--- src/logic/rpwm_pkg.sv ---
// ==========================================================================
// shared constants of the resonant pwm timing block
package rpwm_pkg;
    // register indices; byte address is four times the index
    localparam logic [7:0]  IDX_LIMIT_HIGH  = 8'h46;
    localparam logic [7:0]  IDX_LIMIT_LOW   = 8'h48;
    localparam logic [7:0]  IDX_RISE_C      = 8'h49;
    localparam logic [7:0]  IDX_BURST       = 8'h4A;
    localparam logic [7:0]  IDX_CONTROL     = 8'h50;
    localparam logic [7:0]  IDX_STATUS      = 8'h51;
    // reset values
    localparam logic [7:0]  RST_LIMIT_HIGH  = 8'h00;
    localparam logic [7:0]  RST_LIMIT_LOW   = 8'h00;
    localparam logic [7:0]  RST_RISE_C      = 8'h00;
    localparam logic [7:0]  RST_BURST       = 8'h00;
    localparam logic [7:0]  RST_CONTROL     = 8'h00;
    // field positions
    localparam int          LOW_NIB_MSB     = 7;
    localparam int          LOW_NIB_LSB     = 4;
    localparam int          BURST_EN_MSB    = 7;
    localparam int          BURST_EN_LSB    = 6;
    localparam int          BURST_OFS_MSB   = 5;
    localparam int          CTRL_RUN_BIT    = 0;
    localparam int          STAT_BRIDGE_OUTPUT_C_BIT   = 12;
    localparam int          STAT_BURST_BIT  = 13;
    // burst enable codes
    localparam logic [1:0]  BURST_NORMAL    = 2'h1;
    localparam logic [1:0]  BURST_ALWAYS    = 2'h3;
    // timing: one count of a setting, and the controller clock
    localparam int          STEP_PS         = 5000;
    localparam int          CLK_PERIOD_PS   = 10000;
    localparam logic [12:0] STEPS_PER_CLK   = 13'(CLK_PERIOD_PS / STEP_PS);
    // ahb codes
    localparam logic [1:0]  HTRANS_NONSEQ   = 2'h2;
    localparam logic [2:0]  HSIZE_WORD      = 3'h2;
endpackage

--- src/logic/rpwm_edge_offset.sv ---
`timescale 1ns/100ps
// ==========================================================================
// places the output c rising edge around the cycle midpoint
module rpwm_edge_offset #(
    parameter int OFS_W = 8                   // width of the offset code
) (
    input  wire logic [12:0]      period_i,   // cycle length, 5 ns steps
    input  wire logic [OFS_W-1:0] code_i,     // signed offset code
    output logic      [12:0]      rise_o      // rise position, 5 ns steps
);
    // refuse widths the offset arithmetic cannot serve
    if (OFS_W != 8) begin : g_bad_width
        $error("rpwm_edge_offset: OFS_W must be 8");
    end

    logic [12:0] cycle_midpoint;              // half of the cycle
    logic [12:0] rise_offset_c;               // offset magnitude
    logic        lead;                        // edge before the midpoint

    // ======================================================================
    // signed offset to an absolute position, clamped into the cycle
    always_comb begin
        cycle_midpoint = {1'b0, period_i[12:1]};
        lead           = code_i[OFS_W-1];
        if (lead) begin
            rise_offset_c = 13'h0100 - {5'h00, code_i};
        end else begin
            rise_offset_c = {5'h00, code_i};
        end
        if (lead) begin
            if (rise_offset_c > cycle_midpoint) begin
                rise_o = 13'h0000;            // cannot lead the cycle start
            end else begin
                rise_o = cycle_midpoint - rise_offset_c;
            end
        end else begin
            if (cycle_midpoint + rise_offset_c >= period_i) begin
                rise_o = period_i;            // never rises this cycle
            end else begin
                rise_o = cycle_midpoint + rise_offset_c;
            end
        end
    end
endmodule

--- src/logic/rpwm_timing.sv ---
// Register access over AHB-Lite is this design's own decision.
`timescale 1ns/100ps
// ==========================================================================
module rpwm_timing (
    input  wire logic        clock_i,         // 100 MHz controller clock
    input  wire logic        nrst_i,          // async reset, active low
    input  wire logic        hsel_i,          // ahb slave select
    input  wire logic [31:0] haddr_i,         // ahb address
    input  wire logic [1:0]  htrans_i,        // ahb transfer type
    input  wire logic        hwrite_i,        // ahb write
    input  wire logic [2:0]  hsize_i,         // ahb size
    input  wire logic        hready_i,        // ahb bus ready
    input  wire logic [31:0] hwdata_i,        // ahb write data
    output logic      [31:0] hrdata_o,        // ahb read data
    output logic             hreadyout_o,     // ahb slave ready
    output logic             hresp_o,         // ahb response
    input  wire logic [11:0] period_req_i,    // loop demand, 5 ns steps
    input  wire logic        soft_start_i,    // soft start phase active
    output logic             bridge_output_c_o, // output c drive
    output logic             burst_active_o   // burst mode engaged
);
    // ======================================================================
    // register storage
    logic [7:0]  limit_high;                  // upper limit byte
    logic [7:0]  limit_low;                   // nibble in 7..4
    logic [7:0]  rise_c;                      // output c rise code
    logic [7:0]  burst_ctl;                   // burst enable and offset
    logic [7:0]  control;                     // run enable
    logic [7:0]  next_limit_high;
    logic [7:0]  next_limit_low;
    logic [7:0]  next_rise_c;
    logic [7:0]  next_burst_ctl;
    logic [7:0]  next_control;
    // ahb data phase state
    logic        wr_pend;                     // write in data phase
    logic [7:0]  wr_idx;                      // its register index
    logic [31:0] rdata;                       // read data register
    logic        next_wr_pend;
    logic [7:0]  next_wr_idx;
    logic [31:0] next_rdata;
    // switching state
    logic [12:0] cyc_cnt;                     // position, 5 ns steps
    logic [12:0] period;                      // latched cycle length
    logic [12:0] rise_pos;                    // latched rise position
    logic        out_c;                       // output c register
    logic        burst;                       // burst engaged this cycle
    logic [12:0] next_cyc_cnt;
    logic [12:0] next_period;
    logic [12:0] next_rise_pos;
    logic        next_out_c;
    logic        next_burst;
    // derived values
    logic [11:0] cycle_limit;                 // full 12-bit limit
    logic [12:0] eff_period;                  // demand raised to the limit
    logic [12:0] new_rise;                    // rise for eff_period
    logic [12:0] threshold;                   // burst entry threshold
    logic        burst_allow;                 // burst permitted now
    logic        addr_ok;                     // valid address phase
    logic        cycle_end;                   // last clock of the cycle

    // ======================================================================
    // word address to register index
    function automatic logic [7:0] reg_index(input logic [31:0] addr);
        reg_index = addr[9:2];
    endfunction

    // ======================================================================
    // ahb slave: zero wait state, always okay
    assign hreadyout_o = 1'b1;
    assign hresp_o     = 1'b0;
    assign hrdata_o    = rdata;
    assign addr_ok     = hsel_i && hready_i
                         && (htrans_i == rpwm_pkg::HTRANS_NONSEQ)
                         && (hsize_i == rpwm_pkg::HSIZE_WORD);

    // address phase decode, read data captured for the data phase
    always_comb begin
        next_wr_pend = addr_ok && hwrite_i;
        next_wr_idx  = reg_index(haddr_i);
        next_rdata   = rdata;
        if (addr_ok && !hwrite_i) begin
            unique case (reg_index(haddr_i))
                rpwm_pkg::IDX_LIMIT_HIGH: next_rdata = {24'h0, limit_high};
                rpwm_pkg::IDX_LIMIT_LOW:  next_rdata = {24'h000000, limit_low};
                rpwm_pkg::IDX_RISE_C:     next_rdata = {24'h000000, rise_c};
                rpwm_pkg::IDX_BURST:      next_rdata = {24'h000000, burst_ctl};
                rpwm_pkg::IDX_CONTROL:    next_rdata = {24'h000000, control};
                rpwm_pkg::IDX_STATUS: begin
                    next_rdata = {19'h00000, period};
                    next_rdata[rpwm_pkg::STAT_BRIDGE_OUTPUT_C_BIT]  = out_c;
                    next_rdata[rpwm_pkg::STAT_BURST_BIT] = burst;
                end
                default:                  next_rdata = 32'h00000000;
            endcase
        end
    end

    always_ff @(posedge clock_i or negedge nrst_i) begin
        if (!nrst_i) begin
            wr_pend <= 1'b0;
            wr_idx  <= 8'h00;
            rdata   <= 32'h00000000;
        end else begin
            wr_pend <= next_wr_pend;
            wr_idx  <= next_wr_idx;
            rdata   <= next_rdata;
        end
    end

    // ======================================================================
    // register writes in the data phase; unmapped writes are dropped
    always_comb begin
        next_limit_high = limit_high;
        next_limit_low  = limit_low;
        next_rise_c     = rise_c;
        next_burst_ctl  = burst_ctl;
        next_control    = control;
        if (wr_pend) begin
            unique case (wr_idx)
                rpwm_pkg::IDX_LIMIT_HIGH: next_limit_high = hwdata_i[7:0];
                rpwm_pkg::IDX_LIMIT_LOW:  next_limit_low  = hwdata_i[7:0];
                rpwm_pkg::IDX_RISE_C:     next_rise_c     = hwdata_i[7:0];
                rpwm_pkg::IDX_BURST:      next_burst_ctl  = hwdata_i[7:0];
                rpwm_pkg::IDX_CONTROL:    next_control    = hwdata_i[7:0];
                default:                  next_control    = control;
            endcase
        end
    end

    always_ff @(posedge clock_i or negedge nrst_i) begin
        if (!nrst_i) begin
            limit_high <= rpwm_pkg::RST_LIMIT_HIGH;
            limit_low  <= rpwm_pkg::RST_LIMIT_LOW;
            rise_c     <= rpwm_pkg::RST_RISE_C;
            burst_ctl  <= rpwm_pkg::RST_BURST;
            control    <= rpwm_pkg::RST_CONTROL;
        end else begin
            limit_high <= next_limit_high;
            limit_low  <= next_limit_low;
            rise_c     <= next_rise_c;
            burst_ctl  <= next_burst_ctl;
            control    <= next_control;
        end
    end

    // ======================================================================
    // limit, burst threshold and permission
    always_comb begin
        cycle_limit = {limit_high,
                       limit_low[rpwm_pkg::LOW_NIB_MSB:rpwm_pkg::LOW_NIB_LSB]};
        if (period_req_i < cycle_limit) begin
            eff_period = {1'b0, cycle_limit};
        end else begin
            eff_period = {1'b0, period_req_i};
        end
        if (eff_period < rpwm_pkg::STEPS_PER_CLK) begin
            eff_period = rpwm_pkg::STEPS_PER_CLK;
        end
        threshold = {1'b0, cycle_limit}
                  + {7'h00, burst_ctl[rpwm_pkg::BURST_OFS_MSB:0]};
        unique case (burst_ctl[rpwm_pkg::BURST_EN_MSB:rpwm_pkg::BURST_EN_LSB])
            rpwm_pkg::BURST_NORMAL: burst_allow = !soft_start_i;
            rpwm_pkg::BURST_ALWAYS: burst_allow = 1'b1;
            default:                burst_allow = 1'b0;
        endcase
    end

    rpwm_edge_offset #(
        .OFS_W    (8)
    ) i_rpwm_edge_offset (
        .period_i (eff_period),
        .code_i   (rise_c),
        .rise_o   (new_rise)
    );

    // ======================================================================
    // cycle counter, advancing two 5 ns steps per clock
    always_comb begin
        cycle_end     = (cyc_cnt + rpwm_pkg::STEPS_PER_CLK) >= period;
        next_cyc_cnt  = cyc_cnt + rpwm_pkg::STEPS_PER_CLK;
        next_period   = period;
        next_rise_pos = rise_pos;
        next_burst    = burst;
        if (!control[rpwm_pkg::CTRL_RUN_BIT]) begin
            next_cyc_cnt = 13'h0000;          // held idle, restart at zero
            next_period  = eff_period;
            next_rise_pos = new_rise;
            next_burst   = 1'b0;
        end else if (cycle_end) begin
            next_cyc_cnt  = 13'h0000;
            next_period   = eff_period;
            next_rise_pos = new_rise;
            next_burst    = burst_allow && ({1'b0, period_req_i} <= threshold);
        end
        next_out_c = control[rpwm_pkg::CTRL_RUN_BIT] && !next_burst
                     && (next_cyc_cnt >= next_rise_pos);
    end

    always_ff @(posedge clock_i or negedge nrst_i) begin
        if (!nrst_i) begin
            cyc_cnt  <= 13'h0000;
            period   <= rpwm_pkg::STEPS_PER_CLK;
            rise_pos <= 13'h0000;
            out_c    <= 1'b0;
            burst    <= 1'b0;
        end else begin
            cyc_cnt  <= next_cyc_cnt;
            period   <= next_period;
            rise_pos <= next_rise_pos;
            out_c    <= next_out_c;
            burst    <= next_burst;
        end
    end

    assign bridge_output_c_o = out_c;
    assign burst_active_o    = burst;
endmodule

--- config.mk ---
export PLATFORM = sky130hd
export DESIGN_NAME = rpwm_timing
export DESIGN_NICKNAME = d
export VERILOG_FILES = /design/src/logic/rpwm_pkg.sv /design/src/logic/rpwm_edge_offset.sv /design/src/logic/rpwm_timing.sv
export SDC_FILE = /design/constraint.sdc
export NUM_CORES = 1
export LEC_CHECK = 0
export BUFFER_PORTS_ARGS = -buffer_cell sky130_fd_sc_hd__buf_4
export CAP_MARGIN = 20
export CORE_AREA = 2 2 97 169
export DETAILED_ROUTE_END_ITERATION = 8
export DIE_AREA = 0 0 99 171
export GPL_TIMING_DRIVEN = 0
export MAX_ROUTING_LAYER = met4
export PLACE_DENSITY = 0.84
export SYNTH_ARGS = -nofsm -noshare
export SYNTH_HDL_FRONTEND = slang
export SYNTH_SLANG_ARGS = --single-unit
--- constraint.sdc ---
create_clock -name clock_i -period 7 [get_ports clock_i]
set_input_delay 1.4 -clock clock_i [delete_from_list [all_inputs] [get_ports clock_i]]
set_output_delay 1.4 -clock clock_i [all_outputs]
set_load 0.1 [all_outputs]
## After elaboration in Yosys (flattened, before gate mapping)

Cells that the tools add are included.

- Flip-flop bits (word level): 122
- Input port bits: 87
- Output and inout port bits: 36

- Add/subtract/negate cells: 5
- Order comparisons: 7
- Equality and inequality tests: 16
- Multiplexer cells: 16
- Reduce and logical (&&, ||, !) cells: 16

Operator list:

| operator | count |
|---|---|
| $mux W13 | 11 |
| $eq A8 B7 Y1 const B | 11 |
| $pmux W14 S6 | 1 |
| $ge A13 B13 Y1 | 3 |
| $add A12 B13 Y13 | 1 |
| $add A12 B6 Y13 | 1 |
| $add A13 B2 Y13 const B | 1 |
| $gt A13 B12 Y1 | 1 |
| $le A12 B13 Y1 | 1 |
| $lt A13 B2 Y1 const B | 1 |
| $sub A12 B13 Y13 | 1 |
| $lt A12 B12 Y1 | 1 |
| $mux W12 | 1 |
| $reduce_and A2 Y1 | 5 |
| $sub A9 B8 Y10 const A | 1 |
| $logic_and A1 B1 Y1 | 8 |
| $eq A2 B2 Y1 const B | 2 |
| $eq A3 B2 Y1 const B | 1 |
| $logic_not A1 Y1 | 3 |
| $eq A2 B1 Y1 const B | 1 |
| $mux W1 | 2 |
| $ne A2 B1 Y1 const B | 1 |
| $pmux W1 S2 | 1 |

## Logic depth before layout (Yosys ltp)

- Depth in word-level cells: 12
- Depth in mapped cells: 34

## Hierarchy

Synthesis repeated with hierarchy kept, for this count alone.

- Cell total of the unflattened synthesis: 789
- Area, all modules: 7847.5 um^2

By module, submodules not included:

| module | times used | cells each | area each (um^2) |
|---|---|---|---|
| rpwm_timing | 1 | 568 | 6200.9 |
| rpwm_edge_offset | 1 | 221 | 1646.6 |

## Least setup slack after synthesis

No wires, ideal clock.

- Path kind: input -> register
- From: input port period_req_i[2]
- To: register out_c, in the netlist bridge_output_c_o
- Arrival time: 7858 ps
- Required time: 6928 ps
- Path slack: -930 ps
- Stages: 31
- Cell sequence: ha_1 > a21o_1 > a31oi_1 > o21ai_1 > a2111oi_4 > buf_2 > mux2i_1 > inv_1 > fa_1 > a211oi_1 > nor2_1 > o311a_1 > o41a_1 > nand2_1 > xor2_1 > ha_1 > nand2_1 > o21a_1 > o21ai_0 > o21a_1 > clkbuf_1 > mux2_2 > a221o_1 > ha_1 > nor2b_1 > o21a_1 > o21a_1 > o21ai_0 > a221oi_1 > o221ai_1 > nor2_1

- Longest elaborated chain between the ends: 12
- Elaborated cells between the ends (all ways): 21

RTL lines:

| item | RTL line | source |
|---|---|---|
| start, declared | rpwm_timing.sv:17 | `input wire logic [11:0] period_req_i,` |
| $lt A12 B12 Y1 | rpwm_timing.sv:151 | `if (period_req_i < cycle_limit) begin` |
| $mux W12 * | rpwm_timing.sv:151 |  |
| $lt A13 B2 Y1 | rpwm_timing.sv:156 | `if (eff_period < rpwm_pkg::STEPS_PER_CLK) begin` |
| $mux W13 * | rpwm_timing.sv:156 |  |
| named net eff_period[2] | rpwm_timing.sv:54 | `logic [12:0] eff_period;` |
| $add A12 B13 Y13 | rpwm_edge_offset.sv:37 | `if (cycle_midpoint + rise_offset_c >= period_i) begin` |
| $ge A13 B13 Y1 | rpwm_edge_offset.sv:37 |  |
| $mux W13 | rpwm_edge_offset.sv:37 |  |
| $mux W13 * | rpwm_edge_offset.sv:30 | `if (lead) begin` |
| $mux W13 | rpwm_timing.sv:189 | `end else if (cycle_end) begin` |
| $mux W13 * | rpwm_timing.sv:184 | `if (!control[rpwm_pkg::CTRL_RUN_BIT]) begin` |
| named net next_rise_pos[0] | rpwm_timing.sv:49 | `logic [12:0] next_rise_pos;` |
| $ge A13 B13 Y1 * | rpwm_timing.sv:196 | `&& (next_cyc_cnt >= next_rise_pos);` |
| $logic_and A1 B1 Y1 * | rpwm_timing.sv:196 |  |
| named net next_out_c | rpwm_timing.sv:50 | `logic next_out_c;` |
| end signal, assigned | rpwm_timing.sv:210 | `out_c <= next_out_c;` |
| end, declared | rpwm_timing.sv:45 | `logic out_c;` |

The timed path passes the listed nets; every way through them passes the cells marked *.
A chain may end at the register's enable or synchronous reset.

## Worst setup path in the final report

Ends and elaborated chain as after synthesis.

==> impl_metrics.yaml <==
power_and_ir_drop:
  switching_power_mw: 0.698
  p_leak_nw: 4.36
  comb_power_share: 0.373
  clkPwrFrac: 0.277
  internal_power_mw: 1.23
  p_sw_frac: 0.363
  powerDensity_mw_per_mm2: 211
  p_seq_frac: 0.350
  ir_worst_vdd_mv: 0.178
global_route:
  grt.overflow.total: 0
  grt_pass1_vias: 6976
  antenna_found_initial: 0
  grt_max_degree: 58
  grt_use_total: 0.272
  grt_pass1_wl_microns: 34900
yosys:
  synth_commonest_cells: "dfrtp_1 (102), ha_1 (86), nor2_1 (73), a21oi_1 (60), inv_1 (60)"
  ys_seq_area_frac: 0.337
  yosys.area.top_type: "dfrtp_1"
  synth_flop_cell: "dfrtp_1"
  synth.area.top_cells: "dfrtp_1 (33%), ha_1 (14%), mux2_2 (6.2%)"
  synth.distinct_cells: 67
  synth_edf_count: 0
  ys_seq_elements: 103
  yosysTopAreaCellShare: 0.333
  ys_warn_count: 0
  synth_area_sq_mm: 0.00766
  synth.most_common_cell: "dfrtp_1"
  synthArstFlopShare: 1.00
  synthCells: 824
  avgSynthCellArea_sq_um: 9.29
sta:
  worst_pin_slew_ns: 0.853
  slew_headroom: 0.415
  slew_violations: 0
  hold_slack_ns: 0.484
  rsz0062_at_grt: "yes"
  fin_crit_sh: 1.08
  setup_viol: 1
  min_period_ns: 7.58
  layout_setup_ws_ns: -0.579
  fmax_mhz: 132
  finClkSkew_ns: 0.0105
  hold_viol: 0
route:
  routed_via_density: 6.15
  drtIter0Drc: 435
  firstDrtPassIters: 6
  wire_per_inst_microns: 20.0
  ant_nets: 0
  wirelength_microns: 22300
  drcViolationCount: 0
  vias: 6871
clocking:
  cts_sinks: 103
  clk_latency_ns: 0.35
  cts_tree: "built"
  cts_buffers: 9
  clockRootBuffer: "clkbuf_16"
  htreeDepth: 3
  cts_hold_buf: 0
  path_clk_slew_ns: 0.08
  clockBufferDepth: 2
critical_path:
  required_ns: 7.28
  worst_path_most_repeated_cell: "o21a_1"
  worstSetupStartpointType: "input port"
  slowest_delay_ns: 0.46
  ff2ff_setup_slack_ns: -0.23
  cp.arrival_ns: 7.85
  r2r-start: "limit_high[6]"
  worst_r2r_path_depth: 32
  worstSetupPathType: "in2reg"
  critPathLaunch: "period_req_i[2]"
  endpoint_kind: "flip-flop"
  cpMaxStageDelayCell: "ha_1"
  crit_fanout: 11
run_status:
  violations: "setup timing"
  outcome: "complete, but fails checks"
floorplan:
  core_sq_mm: 0.0156
  row_count: 61
  dieHeight_microns: 171
  io_pins: 123
  die_area_sq_mm: 0.0169
  start_util: 0.489
  fp.dieW_microns: 99
placed_design:
  dpl_cell_area_sq_mm: 0.00850
  port_buffers: 54
  gp_congestion: 0.972
  dp_hpwl_microns: 16700
final_layout:
  drive_above_1_share: 0.206
  finalInstanceArea_sq_mm: 0.00913
  antenna_cells: 0
  final_nets: 1100
  area_growth_pct: 19.2
flow_run:
  drv_cap: 0
min_path:
  min_path_type: "reg2reg"
  hold_depth: 2
  min_from: "hrdata_o[5]"
## worst max-delay path: cells and delay by family
family,cells,cell delay (ns)
simple gates,4,0.54
xor+xnor,1,0.17
compound gates,17,3.30
mux,2,0.67
buf+inv,4,0.63
fa+ha+maj,4,1.14
## sequential cells by signal, summed over array words and instances, names as in the netlist
name / flops
rise_pos: 13
burst_active_o: 1
wr_idx: 8
period: 12
bridge_output_c_o: 1
cyc_cnt: 13
control: 8
hrdata_o: 14
rise_c: 8
limit_low: 8
wr_pend: 1
burst_ctl: 8
limit_high: 8
## stage by stage
step | utilization | power [mW] | worst slack [ns] | TNS, ns | cells
floorplan | - | 1.15 | -0.499 | -0.499 | 846
global placement | 0.541 | 1.29 | -1.78 | -6.12 | 1089
detailed placement | 0.543 | 1.31 | -1.86 | -7.24 | 1091
CTS | 0.579 | 1.89 | -0.500 | -0.500 | 1116
global route | 0.583 | 2.02 | -0.792 | -0.792 | 1118
finish | 0.583 | 1.93 | -0.579 | -0.579 | 1118
## what timing repair did
item | in CTS | in global routing
gates resized for setup | 29 | 9
endpoints found under the setup margin | 13 | 1
pin swaps | 19 | 3
buffers inserted | 13 | 1
## final cells by class
type | instances | area, sq um
well taps | 189 | 236
fillers | 1226 | 6520
repair buffers | 71 | 591
clock buffers | 9 | 225
multi-input cells | 632 | 4900
inverters | 61 | 229
clock inverters | 7 | 100
flip-flops and latches | 103 | 2580
plain buffers | 46 | 270
## per-layer routing
layer	share of wire	up-vias	global-route usage
met3	0.047	134	0.0372
met4	0.10	0	0.223
li1	-	3095	-
met5	0	-	-
met1	0.33	3326	0.255
met2	0.52	316	0.483
## kinds of logic (layout without fill, tap and decap cells)
logic type	count (synthesis)	in the layout	synth area share
other cells	2	24	0.000981
flops	103	103	0.337
mux	72	72	0.101
xor+xnor	38	38	0.0435
compound gates	180	180	0.157
simple gates	229	229	0.149
buf+inv	111	194	0.0644
fa+ha+maj	89	89	0.148
## cells in the final DEF, fill, tap and decap left out, types with 6 or more instances in the layout
master     count
a221o_1        8
mux2i_4        7
inv_1         60
buf_4         84
nor2_1        72
o22ai_1        8
o21a_1         6
nor2b_1       10
conb_1        24
dfrtp_1      102
o21ai_0       25
nand4_1       13
a21oi_1       58
nand3_1       14
a221oi_1       6
mux2i_1       23
xor2_1         7
nand2_1       47
clkbuf_1      22
a21o_1        13
xnor2_1       31
nor3_1        13
nor4_1         6
clkbuf_16      9
ha_1          78
and2_1        13
mux2_2        40
o31ai_1        7
nand2b_1      11
## path summary, 6_finish.rpt
check | endpoint
setup reg to reg | bridge_output_c_o
setup / recovery | bridge_output_c_o
hold / removal | hrdata_o[5]
hold reg to reg | hrdata_o[5]
min in group asynchronous | hrdata_o[11]
max in group asynchronous | period[1]
## power groups by stage
stage                     logic (mW)  clock network [mW]  registers [mW]
final                          0.718               0.533           0.674
after global routing           0.782               0.558           0.677
after CTS                      0.684               0.535           0.672
after detailed placement       0.635                   0           0.680
after global placement         0.612                   0           0.679
after floorplan                0.476                   0           0.669
Power figures use the tool's default switching activity.
